[src/pkg/err_sev_pkg.sv]
// package for the error severity manager: register map, field layout, reset values
`default_nettype none
package err_sev_pkg;
	localparam int unsigned NUM_SRC = 8;
	localparam int unsigned NUM_IFM = 4;
	localparam logic [11:0] OFF_CTRL = 12'h000;
	localparam logic [11:0] OFF_STATE = 12'h004;
	localparam logic [11:0] OFF_INT_STAT = 12'h008;
	localparam logic [11:0] OFF_INT_MASK = 12'h00C;
	localparam logic [11:0] OFF_SRC_SEV = 12'h010;
	localparam logic [11:0] OFF_IFM_CFG = 12'h014;
	localparam logic [11:0] OFF_RELAY_VAL = 12'h018;
	localparam logic [11:0] OFF_WORD_VAL = 12'h01C;
	localparam logic [11:0] OFF_HIST = 12'h020;
	localparam logic [11:0] OFF_PENDING = 12'h024;
	localparam logic [11:0] OFF_ERR_CODE = 12'h028;
	localparam int unsigned CTRL_RUN_BIT = 0;
	localparam int unsigned CTRL_CLR_RELAY_BIT = 1;
	localparam int unsigned CTRL_TOOL_CLR_BIT = 2;
	localparam int unsigned CTRL_OUT_MODE_BIT = 3;
	localparam int unsigned CTRL_RESTART_BIT = 4;
	localparam int unsigned IRQ_MAJOR = 0;
	localparam int unsigned IRQ_MODERATE = 1;
	localparam int unsigned IRQ_MINOR = 2;
	localparam int unsigned IRQ_CLEARED = 3;
	localparam int unsigned IRQ_LOGGED = 4;
	localparam int unsigned IRQ_W = 5;
	localparam logic [31:0] RST_SRC_SEV = 32'h0000_5555;
	localparam logic [31:0] RST_IFM_CFG = 32'h0000_0000;
	localparam logic [7:0] RST_RELAY = 8'h00;
	localparam logic [15:0] RST_WORD = 16'h0000;
	localparam logic [15:0] RST_HIST_CNT = 16'h0000;
	typedef enum logic [1:0] {
		SEV_NONE = 2'b00,
		SEV_MINOR = 2'b01,
		SEV_MODERATE = 2'b10,
		SEV_MAJOR = 2'b11
	} sev_t;
	typedef enum logic [1:0] {
		RUN_ST = 2'b00,
		STOP_ST = 2'b01,
		HALT_ST = 2'b10
	} op_state_t;
	typedef struct packed {
		logic psel;
		logic penable;
		logic pwrite;
		logic [11:0] paddr;
		logic [31:0] pwdata;
	} apb_req_t;
	typedef struct packed {
		logic pready;
		logic pslverr;
		logic [31:0] prdata;
	} apb_rsp_t;
	typedef struct packed {
		logic [7:0] relay;
		logic [15:0] word;
		logic err_led;
		logic alarm_led;
		logic run_led;
	} status_img_t;
endpackage : err_sev_pkg
`default_nettype wire

[src/rtl/err_severity_mgr.sv]
// error severity manager: classifies errors, stops or continues, cancels and logs
//
// Design decisions made here: the APB slave port and the register addresses.
`timescale 1ns/100ps
`default_nettype none
module err_severity_mgr #(
	parameter int unsigned N_SRC = err_sev_pkg::NUM_SRC,
	parameter int unsigned N_IFM = err_sev_pkg::NUM_IFM
) (
	input wire logic pclk,
	input wire logic presetn,
	input wire err_sev_pkg::apb_req_t apb_req,
	output err_sev_pkg::apb_rsp_t apb_rsp,
	input wire logic [N_SRC-1:0] err_evt,
	input wire logic [N_IFM-1:0] ifm_err_evt,
	input wire logic [N_SRC-1:0] hw_fault,
	input wire logic [7:0] special_relay_bits_in,
	input wire logic [15:0] special_register_words_in,
	output logic [7:0] special_relay_bits,
	output logic [15:0] special_register_words,
	output logic run_enable,
	output logic outputs_hold,
	output logic outputs_off,
	output logic err_led,
	output logic alarm_led,
	output logic run_led,
	output logic irq
);
	import err_sev_pkg::*;

	// the error code packs eight sources and eight modules into one word
	if (N_SRC < 1 || N_SRC > 8) begin : g_bad_src
		$error("N_SRC must be 1..8");
	end
	if (N_IFM < 1 || N_IFM > 8) begin : g_bad_ifm
		$error("N_IFM must be 1..8");
	end

	// ---- pin synchronisers
	logic [N_SRC-1:0] evt_s1_q, evt_s2_q, evt_s3_q;
	logic [N_IFM-1:0] ifm_s1_q, ifm_s2_q, ifm_s3_q;
	logic [N_SRC-1:0] hw_s1_q, hw_s2_q;
	logic [7:0] rin_s1_q, rin_s2_q;
	logic [15:0] win_s1_q, win_s2_q;
	always_ff @(posedge pclk or negedge presetn) begin
		if (!presetn) begin
			evt_s1_q <= '0;
			evt_s2_q <= '0;
			evt_s3_q <= '0;
			ifm_s1_q <= '0;
			ifm_s2_q <= '0;
			ifm_s3_q <= '0;
			hw_s1_q <= '0;
			hw_s2_q <= '0;
			rin_s1_q <= RST_RELAY;
			rin_s2_q <= RST_RELAY;
			win_s1_q <= RST_WORD;
			win_s2_q <= RST_WORD;
		end else begin
			evt_s1_q <= err_evt;
			evt_s2_q <= evt_s1_q;
			evt_s3_q <= evt_s2_q;
			ifm_s1_q <= ifm_err_evt;
			ifm_s2_q <= ifm_s1_q;
			ifm_s3_q <= ifm_s2_q;
			hw_s1_q <= hw_fault;
			hw_s2_q <= hw_s1_q;
			rin_s1_q <= special_relay_bits_in;
			rin_s2_q <= rin_s1_q;
			win_s1_q <= special_register_words_in;
			win_s2_q <= win_s1_q;
		end
	end
	wire [N_SRC-1:0] evt_rise = evt_s2_q & ~evt_s3_q;
	wire [N_IFM-1:0] ifm_rise = ifm_s2_q & ~ifm_s3_q;

	// ---- registers
	logic [4:0] ctrl_q;
	logic [31:0] src_sev_q;
	logic [31:0] ifm_cfg_q;
	logic [IRQ_W-1:0] int_stat_q, int_mask_q;
	logic [7:0] relay_save_q;
	logic [15:0] word_save_q;
	logic [15:0] hist_cnt_q;
	logic [15:0] err_code_q;
	logic [N_SRC-1:0] pend_q;
	logic [N_IFM-1:0] ifm_pend_q;
	logic [N_SRC-1:0] logged_q;
	logic [N_IFM-1:0] ifm_logged_q;
	op_state_t state_q, state_d;
	apb_rsp_t rsp_q;

	function automatic sev_t sev_of(input logic [1:0] code);
		sev_of = sev_t'(code);
	endfunction : sev_of

	// per-source severity; a source flagged as hardware fault is always major
	logic [N_SRC-1:0] src_major, src_mod, src_minor;
	logic [N_IFM-1:0] ifm_major, ifm_mod, ifm_minor;
	genvar gi;
	generate
		for (gi = 0; gi < N_SRC; gi++) begin : g_src
			wire sev_t s = sev_of(src_sev_q[2*gi +: 2]);
			assign src_major[gi] = pend_q[gi] & (hw_s2_q[gi] | s == SEV_MAJOR);
			assign src_mod[gi] = pend_q[gi] & ~hw_s2_q[gi] & (s == SEV_MODERATE);
			assign src_minor[gi] = pend_q[gi] & ~hw_s2_q[gi] & (s == SEV_MINOR | s == SEV_NONE);
		end
		for (gi = 0; gi < N_IFM; gi++) begin : g_ifm
			// per-module reaction setting: 00 ignore as minor, others as coded
			wire sev_t r = sev_of(ifm_cfg_q[2*gi +: 2]);
			assign ifm_major[gi] = ifm_pend_q[gi] & (r == SEV_MAJOR);
			assign ifm_mod[gi] = ifm_pend_q[gi] & (r == SEV_MODERATE);
			assign ifm_minor[gi] = ifm_pend_q[gi] & (r == SEV_MINOR | r == SEV_NONE);
		end
	endgenerate
	wire any_major = |src_major | |ifm_major;
	wire any_mod = |src_mod | |ifm_mod;
	wire any_minor = |src_minor | |ifm_minor;
	wire any_stop = any_major | any_mod;
	wire sev_t top_sev = any_major ? SEV_MAJOR : any_mod ? SEV_MODERATE : any_minor ? SEV_MINOR : SEV_NONE;
	wire [N_SRC-1:0] cont_mask = src_minor;
	wire [N_IFM-1:0] ifm_cont_mask = ifm_minor;

	// ---- cancel: relay on then off, or tool command
	logic relay_fire;
	err_clear_edge u_clr (
		.pclk(pclk),
		.presetn(presetn),
		.relay_in(ctrl_q[CTRL_CLR_RELAY_BIT]),
		.armed(),
		.fire(relay_fire)
	);

	// ---- apb decode
	wire acc = apb_req.psel & apb_req.penable;
	wire wr = acc & apb_req.pwrite;
	wire [11:0] a = apb_req.paddr;
	wire hit_ctrl = a == OFF_CTRL;
	wire hit_stat = a == OFF_INT_STAT;
	wire hit_mask = a == OFF_INT_MASK;
	wire hit_sev = a == OFF_SRC_SEV;
	wire hit_ifm = a == OFF_IFM_CFG;
	wire hit_hist = a == OFF_HIST;
	wire mapped = hit_ctrl | hit_stat | hit_mask | hit_sev | hit_ifm | hit_hist | a == OFF_STATE
		| a == OFF_RELAY_VAL | a == OFF_WORD_VAL | a == OFF_PENDING | a == OFF_ERR_CODE;
	wire tool_clr = wr & hit_ctrl & apb_req.pwdata[CTRL_TOOL_CLR_BIT];
	wire do_cancel = relay_fire | tool_clr;
	wire restart = wr & hit_ctrl & apb_req.pwdata[CTRL_RESTART_BIT];

	// new detection: not already pending; a cancelled source re-logs
	wire [N_SRC-1:0] new_src = evt_rise & ~logged_q;
	wire [N_IFM-1:0] new_ifm = ifm_rise & ~ifm_logged_q;
	wire first_err = (pend_q == '0) & (ifm_pend_q == '0) & ((evt_rise != '0) | (ifm_rise != '0));

	// ---- operating state
	always_comb begin
		state_d = state_q;
		unique case (state_q)
			RUN_ST: begin
				if (any_major) state_d = HALT_ST;
				else if (any_mod) state_d = STOP_ST;
				else if (!ctrl_q[CTRL_RUN_BIT]) state_d = STOP_ST;
			end
			STOP_ST: begin
				if (any_major) state_d = HALT_ST;
				else if (!any_stop && restart) state_d = RUN_ST;
			end
			HALT_ST: begin
				if (!any_stop && restart) state_d = RUN_ST;
			end
			default: state_d = HALT_ST;
		endcase
	end

	wire [IRQ_W-1:0] irq_evt = {(new_src != '0) | (new_ifm != '0), do_cancel,
		any_minor, any_mod, any_major};
	logic [31:0] rdata;
	always_comb begin
		rdata = 32'h0000_0000;
		if (hit_ctrl) rdata = {27'h0, ctrl_q};
		if (a == OFF_STATE) rdata = {28'h0, top_sev, state_q};
		if (hit_stat) rdata = {27'h0, int_stat_q};
		if (hit_mask) rdata = {27'h0, int_mask_q};
		if (hit_sev) rdata = src_sev_q;
		if (hit_ifm) rdata = ifm_cfg_q;
		if (a == OFF_RELAY_VAL) rdata = {24'h0, relay_save_q};
		if (a == OFF_WORD_VAL) rdata = {16'h0, word_save_q};
		if (hit_hist) rdata = {16'h0, hist_cnt_q};
		if (a == OFF_PENDING) rdata = {16'(ifm_pend_q), 16'(pend_q)};
		if (a == OFF_ERR_CODE) rdata = {16'h0, err_code_q};
	end

	always_ff @(posedge pclk or negedge presetn) begin
		if (!presetn) begin
			ctrl_q <= 5'h01;
			src_sev_q <= RST_SRC_SEV;
			ifm_cfg_q <= RST_IFM_CFG;
			int_mask_q <= '0;
			rsp_q <= '0;
		end else begin
			rsp_q.pready <= apb_req.psel & ~apb_req.penable;
			rsp_q.pslverr <= apb_req.psel & ~apb_req.penable & ~mapped;
			rsp_q.prdata <= rdata;
			if (wr & hit_ctrl) ctrl_q <= {1'b0, apb_req.pwdata[3:0] & 4'hB};
			if (wr & hit_sev) src_sev_q <= apb_req.pwdata;
			if (wr & hit_ifm) ifm_cfg_q <= apb_req.pwdata;
			if (wr & hit_mask) int_mask_q <= apb_req.pwdata[IRQ_W-1:0];
		end
	end

	always_ff @(posedge pclk or negedge presetn) begin
		if (!presetn) begin
			int_stat_q <= '0;
		end else begin
			// set wins over a write-one clear in the same cycle
			int_stat_q <= (int_stat_q & ~((wr & hit_stat) ? apb_req.pwdata[IRQ_W-1:0] : '0)) | irq_evt;
		end
	end

	always_ff @(posedge pclk or negedge presetn) begin
		if (!presetn) begin
			pend_q <= '0;
			ifm_pend_q <= '0;
			logged_q <= '0;
			ifm_logged_q <= '0;
			hist_cnt_q <= RST_HIST_CNT;
			err_code_q <= 16'h0000;
			state_q <= RUN_ST;
		end else begin
			state_q <= state_d;
			// cancel drops only continuable ones; a new event in the same cycle is kept
			pend_q <= (pend_q & ~(do_cancel ? cont_mask : '0)) | evt_rise;
			ifm_pend_q <= (ifm_pend_q & ~(do_cancel ? ifm_cont_mask : '0)) | ifm_rise;
			logged_q <= (logged_q & ~(do_cancel ? cont_mask : '0)) | evt_rise;
			ifm_logged_q <= (ifm_logged_q & ~(do_cancel ? ifm_cont_mask : '0)) | ifm_rise;
			if ((new_src != '0) | (new_ifm != '0)) begin
				hist_cnt_q <= hist_cnt_q + 16'h0001;
				err_code_q <= {8'(new_ifm), 8'(new_src)};
			end
		end
	end

	// ---- status image: saved at first error, restored when a cancel drops the last continuable and no stop error is pending
	// status levels come through two flops; a word caught mid-change is taken as is
	status_img_t live, save_q, img_q;
	logic restore_q;
	assign live.relay = rin_s2_q;
	assign live.word = win_s2_q;
	assign live.err_led = any_stop;
	assign live.alarm_led = any_minor;
	assign live.run_led = state_q == RUN_ST;
	// an idle cancel restores nothing, so a stale snapshot never reappears
	wire all_cleared = do_cancel & any_minor & ~any_stop & (evt_rise == '0) & (ifm_rise == '0);
	always_ff @(posedge pclk or negedge presetn) begin
		if (!presetn) begin
			save_q <= '{relay: RST_RELAY, word: RST_WORD, err_led: 1'b0, alarm_led: 1'b0, run_led: 1'b1};
			img_q <= '{relay: RST_RELAY, word: RST_WORD, err_led: 1'b0, alarm_led: 1'b0, run_led: 1'b1};
			relay_save_q <= RST_RELAY;
			word_save_q <= RST_WORD;
			restore_q <= 1'b0;
		end else begin
			if (first_err) begin
				save_q <= '{relay: rin_s2_q, word: win_s2_q,
					err_led: 1'b0, alarm_led: 1'b0, run_led: state_q == RUN_ST};
				relay_save_q <= rin_s2_q;
				word_save_q <= win_s2_q;
			end
			// restored bits hold until the next error; live changes in between stay hidden
			if (first_err) restore_q <= 1'b0;
			else if (all_cleared) restore_q <= 1'b1;
			if (all_cleared) img_q <= save_q;
			else if (restore_q) img_q <= '{relay: save_q.relay, word: save_q.word, err_led: live.err_led,
				alarm_led: live.alarm_led, run_led: live.run_led};
			else img_q <= live;
		end
	end

	// ---- outputs, all registered
	always_ff @(posedge pclk or negedge presetn) begin
		if (!presetn) begin
			run_enable <= 1'b0;
			outputs_hold <= 1'b0;
			outputs_off <= 1'b1;
			irq <= 1'b0;
		end else begin
			run_enable <= state_d == RUN_ST;
			// output mode while stopped or halted: 1 holds last outputs, 0 turns them off
			outputs_hold <= state_d != RUN_ST & ctrl_q[CTRL_OUT_MODE_BIT];
			outputs_off <= state_d != RUN_ST & ~ctrl_q[CTRL_OUT_MODE_BIT];
			irq <= |(int_stat_q & int_mask_q);
		end
	end
	assign special_relay_bits = img_q.relay;
	assign special_register_words = img_q.word;
	assign err_led = img_q.err_led;
	assign alarm_led = img_q.alarm_led;
	assign run_led = img_q.run_led;
	assign apb_rsp = rsp_q;
endmodule : err_severity_mgr
`default_nettype wire

[src/rtl/err_clear_edge.sv]
// detects the on-then-off sequence of the error-clear relay bit
`timescale 1ns/100ps
`default_nettype none
module err_clear_edge (
	input wire logic pclk,
	input wire logic presetn,
	input wire logic relay_in,
	output logic armed,
	output logic fire
);
	import err_sev_pkg::*;
	logic seen_on_q;
	logic fire_q;
	// only the falling edge after a seen rise cancels; a bit left on does nothing
	always_ff @(posedge pclk or negedge presetn) begin
		if (!presetn) begin
			seen_on_q <= 1'b0;
			fire_q <= 1'b0;
		end else begin
			fire_q <= seen_on_q & ~relay_in;
			seen_on_q <= relay_in;
		end
	end
	assign armed = seen_on_q;
	assign fire = fire_q;
endmodule : err_clear_edge
`default_nettype wire

[config.mk]
export PLATFORM = sky130hd
export DESIGN_NAME = err_severity_mgr
export DESIGN_NICKNAME = d
export VERILOG_FILES = /design/src/pkg/err_sev_pkg.sv /design/src/rtl/err_severity_mgr.sv /design/src/rtl/err_clear_edge.sv
export SDC_FILE = /design/constraint.sdc
export NUM_CORES = 1
export LEC_CHECK = 0
export ABC_AREA = 1
export BUFFER_PORTS_ARGS = -buffer_cell sky130_fd_sc_hd__clkbuf_2
export CAP_MARGIN = 0
export CORE_ASPECT_RATIO = 0.7
export CORE_MARGIN = 10
export CORE_UTILIZATION = 62
export DETAILED_ROUTE_END_ITERATION = 6
export GPL_TIMING_DRIVEN = 0
export MAX_ROUTING_LAYER = met4
export PLACE_DENSITY = 0.94
export SYNTH_ARGS = -nofsm -noshare
export SYNTH_HDL_FRONTEND = slang
export SYNTH_SLANG_ARGS = --single-unit
[constraint.sdc]
create_clock -name pclk -period 3.4 [get_ports pclk]
set_clock_uncertainty 0.1 [all_clocks]
set_input_delay 0 -clock pclk [delete_from_list [all_inputs] [get_ports pclk]]
set_output_delay 0 -clock pclk [all_outputs]
set_load 0.02 [all_outputs]
## Word-level counts from Yosys, hierarchy flattened

Index checks and enable logic that the tools add are counted.

| storage, ports and cells | value |
|---|---|
| bits in registers | 324 |
| bits of input ports | 93 |
| output and inout bits | 65 |
| logic and storage cells | 288 |

| operators by class | value |
|---|---|
| add/subtract/negate cells | 1 |
| equality and inequality tests | 48 |
| multiplexer cells | 27 |
| bitwise operators | 136 |
| reductions and logical operators | 34 |

Operators with widths:

| cell | number |
|---|---|
| 32-bit two-way mux | 10 |
| 1-bit bitwise AND | 64 |
| 27-bit two-way mux | 2 |
| 2-bit == test, second input constant | 25 |
| 12-bit by 5-bit == test with 1-bit output, second input constant | 4 |
| 1-bit bitwise OR | 37 |
| 12-bit by 6-bit == test with 1-bit output, second input constant | 3 |
| 8-bit bitwise AND | 4 |
| 2-bit zero test | 14 |
| 2-bit by 1-bit == test with 1-bit output, second input constant | 13 |
| 12-bit by 4-bit == test with 1-bit output, second input constant | 2 |
| 8-bit NOT | 3 |
| 8-bit OR reduction | 3 |
| 16-bit by 1-bit adder with 16-bit output, second input constant | 1 |
| 4-bit bitwise AND | 4 |
| 8-bit zero test | 2 |
| 8-bit bitwise OR | 2 |
| 8-bit nonzero test | 2 |
| 2-bit two-way mux | 7 |
| 1-bit NOT | 13 |
| 12-bit by 3-bit == test with 1-bit output, second input constant | 1 |
| 12-bit zero test | 1 |
| 4-bit NOT | 3 |
| 4-bit OR reduction | 3 |
| 15 further kinds | 23 |

## Depth between registers and ports, before layout

| depth | value |
|---|---|
| depth in word-level cells | 18 |
| depth in mapped cells | 17 |
| gate-level depth less buffers | 17 |

## Modules after synthesis

From an unflattened synthesis, not the netlist that was laid out.

| unflattened totals | value |
|---|---|
| cell total of the unflattened synthesis | 1265 |
| area total of the unflattened synthesis | 12573.3 um2 |

By module, submodules not included:

| module | instances | cells an instance | area each (um2) | sequential area each (um2) |
|---|---|---|---|---|
| err_severity_mgr | 1 | 1261 | 12513.3 | 8072.7 |
| err_clear_edge | 1 | 4 | 60.1 | 50.0 |

## Worst setup path after synthesis

No wires, ideal clock.

| timing path | value |
|---|---|
| path kind | reg-to-reg |
| start | reg src_sev_q[6] |
| end | reg img_q (netlist bit special_register_words[10]) |
| library setup time | 73 ps |
| arrival | 1731 ps |
| data required time | 3227 ps |
| path slack | 1496 ps |
| stages on the path, launching flop included | 15 |
| path buffers | 2 |
| clock period less this slack | 1904 ps |
| path through | dfstp_2 > inv_1 > nand2_1 > nor2_1 > nor2_1 > nand3_1 > nor2_1 > nand2_1 > inv_1 > nand3_2 > inv_2 > nor2_2 > buf_6 > buf_6 > a21oi_2 |

| on the way | value |
|---|---|
| cells in the longest elaborated chain, start to end | 11 |
| elaborated cells between the ends (all ways) | 22 |
| classes of those cells | eq/ne (3); mux (1); bitwise (14); reduce/logical (4) |

RTL lines:

| what | line | source |
|---|---|---|
| start, declared | err_severity_mgr.sv:79 | `logic [31:0] src_sev_q;` |
| start signal, assigned | err_severity_mgr.sv:205 | `if (wr & hit_sev) src_sev_q <= apb_req.pwdata;` |
| 2-bit == test | err_severity_mgr.sv:104 | `assign src_major[gi] = pend_q[gi] & (hw_s2_q[gi] \| s == SEV_MAJOR);` |
| 1-bit bitwise OR | err_severity_mgr.sv:104 |  |
| 1-bit bitwise AND | err_severity_mgr.sv:104 |  |
| 8-bit OR reduction | err_severity_mgr.sv:116 | `wire any_major = \|src_major \| \|ifm_major;` |
| 1-bit bitwise OR | err_severity_mgr.sv:116 |  |
| 1-bit bitwise OR | err_severity_mgr.sv:119 | `wire any_stop = any_major \| any_mod;` |
| 1-bit NOT | err_severity_mgr.sv:253 | `wire all_cleared = do_cancel & any_minor & ~any_stop & (evt_rise == '0) & (ifm_rise == '0);` |
| 1-bit bitwise AND * (3 in a row) | err_severity_mgr.sv:253 |  |
| 27-bit two-way mux * | err_severity_mgr.sv:271 | `if (all_cleared) img_q <= save_q;` |
| end signal, assigned | err_severity_mgr.sv:271 |  |
| end signal, assigned | err_severity_mgr.sv:272 | `else if (restore_q) img_q <= '{relay: save_q.relay, word: save_q.word, err_led: live.err_led,` |
| end signal, assigned | err_severity_mgr.sv:274 | `else img_q <= live;` |
| end, declared | err_severity_mgr.sv:245 | `status_img_t live, save_q, img_q;` |

Every way passes the cells marked *; elsewhere a longest branch is shown, timed or not.
A chain may end at the register's enable or synchronous reset.

## Final worst setup path

| timing path | value |
|---|---|
| start | in apb_req[32] in the netlist's numbering |
| end | reg img_q (netlist bit special_register_words[4]) |

| on the way | value |
|---|---|
| cells in the longest elaborated chain, start to end | 9 |

RTL lines:

| what | line | source |
|---|---|---|
| start, declared | err_severity_mgr.sv:12 | `input wire err_sev_pkg::apb_req_t apb_req,` |
| 12-bit zero test | err_severity_mgr.sv:138 | `wire hit_ctrl = a == OFF_CTRL;` |
| 1-bit bitwise AND (2 in a row) | err_severity_mgr.sv:146 | `wire tool_clr = wr & hit_ctrl & apb_req.pwdata[CTRL_TOOL_CLR_BIT];` |
| 1-bit bitwise OR | err_severity_mgr.sv:147 | `wire do_cancel = relay_fire \| tool_clr;` |
| 1-bit bitwise AND (4 in a row) | err_severity_mgr.sv:253 |  |
| 27-bit two-way mux | err_severity_mgr.sv:271 |  |

Every way passes these cells.

==> flow_summary.ini <==
[synthesis]
yosys.area.top_type_share_pct = 62.0
synth-seq-cells = 324
ys_warn_count = 0
netlist_instances = 1314
ys_types = 43
avgSynthCellArea_um2 = 9.59
syn-cell-area_um2 = 12600
yosys.area.top_type = dfrtp_1
ys_top_cells_by_area = dfrtp_1 (62%), nand2_1 (10%), o21ai_0 (5.8%)
syn-num-nets = 1408
ys_seq_area_share_pct = 64.5

[sta]
finalSetupViolCount = 0
tightest_slew_ps = 802
timing.final.crit_share_pct = 92.7
fmax_mhz = 317
post-route-worst-setup-slack_ps = 249
maxSlewViolCount = 0
relSlewSlack_pct = 46.6
hold_slack_ps = 2.66
hold_viol_final = 0
rsz0062_at_grt = no
min_period_ps = 3150

[clock_network]
numCtsBuffers = 27
cts.htree.levels = 1
post_cts_resized = 0
clk_pin_slew_worst_paths_ps = 70
clockBufferDepth = 3
cts_tree = built
clock_latency_ps = 560
numClockSinks = 324
cts_root_buf = clkbuf_16

[layout]
final_common_cell = nand2_1
final_cell_mix = nand2_1 (341), dfrtp_1 (312), inv_1 (171), clkbuf_2 (155), o21ai_0 (147)
drive_gt1_share_pct = 15.7
nFillCells = 1220
utilization_pct = 78.4
areaGrowthSynthToFinish_pct = 23.9
fin_nets = 1683

[place]
gp_congestion = 0.957
dp_hpwl_um = 26100
dp_slack_ps = 910
numPortBuffers = 156

[grt]
antenna_found_initial = 2
met2_usage_pct = 47.9
grtUsageTotal_pct = 31.5
grt.busiest_layer = met2
gr-usage-met3_pct = 6.84
grt_max_degree = 116
grt_pass1_wl_um = 63500
grt-ovfl-total = 0
grt_pass1_vias = 11100
globalRouteMet1Util_pct = 41.9

[critical_path]
crit_required_ps = 3760
worstPathMaxFanout = 10
regToRegSetupSlack_ps = 800
r2r-start = src_sev_q[0]$_DFFE_PN1P_
worstPathArrival_ps = 3510
start_kind = primary input
timing.rr.end = special_register_words[4]$_DFF_PN0_
setup.worst_path.class = primary input to flip-flop
r2r_cells = 14
end_kind = flip-flop

[die]
coreArea_um2 = 19900
die_h_um = 139
die_x_um = 190
ios = 158
start_util_pct = 63.3
die_area_um2 = 26500
placementRows = 43

[worst_hold_path]
min_from = special_register_words_in[7]
holdPathStages = 2
hold_end = win_s1_q[7]$_DFF_PN0_
hp-class = primary input to flip-flop

[drt]
drc = 11
first_pass_iters = 7
drtIter0Drc = 1615
vias_per_cell = 5.87
wire_per_inst_um = 21.8
vias = 11100
finalWirelength_um = 41100
final_antenna_net_count = 0

[power]
p_total_uw = 7750
p_leak_uw = 0.00779
peakVddDrop_mv = 0.429
p_per_area_nw_per_um2 = 496

[status]
status = finished, violations left
failed_checks = DRC

[run]
maxCapViolCount = 0
kinds of logic after synthesis:
group / after synthesis / share of synthesized area [%]
buffers and inverters: 215 / 6.73
xor gates and xnor gates: 15 / 1.04
and+or+nand+nor: 509 / 16.6
DFF: 324 / 64.5
AOI/OAI and AO/OA: 250 / 11.1
adders and majority gates: 1 / 0.0993
per-layer routing:
metal / wire length [µm] / part of all wire [%]
met3: 4860 / 12
met4: 1510 / 3.7
met1: 15900 / 39
met5: 0 / 0
met2: 18900 / 46
sequential cells by signal (all words and copies together) (netlist names), 12 cells and up:
name,count
word_save_q,16
win_s1_q,16
hist_cnt_q,16
special_register_words,16
apb_rsp,34
ifm_cfg_q,32
err_code_q,12
src_sev_q,32
win_s2_q,16
through the flow:
step                      instances  setup TNS [ps]  cell area (µm²)
after floorplan                1314               0            12600
after global placement         1740        -1327610            13700
after detailed placement       1742               0            13800
after CTS                      1880               0            15600
after global routing           1882               0            15600
final                          1882               0            15600
critical path: stages:
cell and delay (ps):
dlygate4sd3_1 530, clkbuf_2 110, nor2_2 110, dlygate4sd3_1 610, nand3_4 60, dlygate4sd3_1 590, nor2_4 170, nand3_4 110
o21bai_2 150, inv_2 140, nor2_4 130, nand3_2 70, inv_2 130, nor2_2 70, buf_6 140, buf_6 160
a21oi_2 190
Yosys cell counts (all sizes together):
master     n
o211ai     7
nand3     36
a21oi     51
a22o       1
o2111ai    6
xnor2      3
dfstp     12
buf       14
clkbuf    24
xor2      12
clkinv     1
a41oi      3
o21bai     1
nand4     11
or3        1
dfrtp    312
o21a       1
inv      176
or2        2
ha         1
o221ai     1
nand2    342
a31oi      1
and3       2
a221oi     1
nor3       6
nor2     102
nor4       5
o21ai    149
nand3b     2
o22ai     28
what timing repair did:
action	in CTS	in global routing
hold endpoints to repair	236	0
buffers inserted	0	0
hold buffers	88	0
where the power goes:
part | internal, µW | total (µW) | leakage (µW) | switching [µW]
sequential | 3940 | 3970 | 0.00403 | 36.4
clock | 1920 | 3390 | 0.000458 | 1470
combinational | 152 | 390 | 0.00330 | 238
total | 6010 | 7750 | 0.00779 | 1740
cell type report:
| class | count | area (µm²) | area share [%] |
|---|---|---|---|
| Clock buffer | 37 | 743 | 4.76 |
| Antenna cell | 2 | 5.00 | 0.0321 |
| Timing Repair Buffer | 246 | 1730 | 11.1 |
| Clock inverter | 13 | 203 | 1.30 |
| Tap cell | 270 | 338 | 2.16 |
| Sequential cell | 324 | 8120 | 52.0 |
| Inverter | 177 | 667 | 4.27 |
| Buffer | 38 | 181 | 1.16 |
| Multi-Input combinational cell | 775 | 3630 | 23.2 |
how the worst max path moves through the flow:
stage	startpoint	slack, ps	cells after the start	to
CTS	apb_req[32]	320	17	special_register_words[7]$_DFF_PN0_
global placement	presetn	-4230	1	src_sev_q[23]$_DFFE_PN0P_
floorplan	src_sev_q[6]$_DFFE_PN1P_	1500	14	special_register_words[10]$_DFF_PN0_
global route	apb_req[32]	150	17	special_register_words[4]$_DFF_PN0_
detailed placement	src_sev_q[0]$_DFFE_PN1P_	910	14	special_register_words[7]$_DFF_PN0_
finish	apb_req[32]	250	17	special_register_words[4]$_DFF_PN0_
No activity file was read; power rests on OpenSTA's default activity.
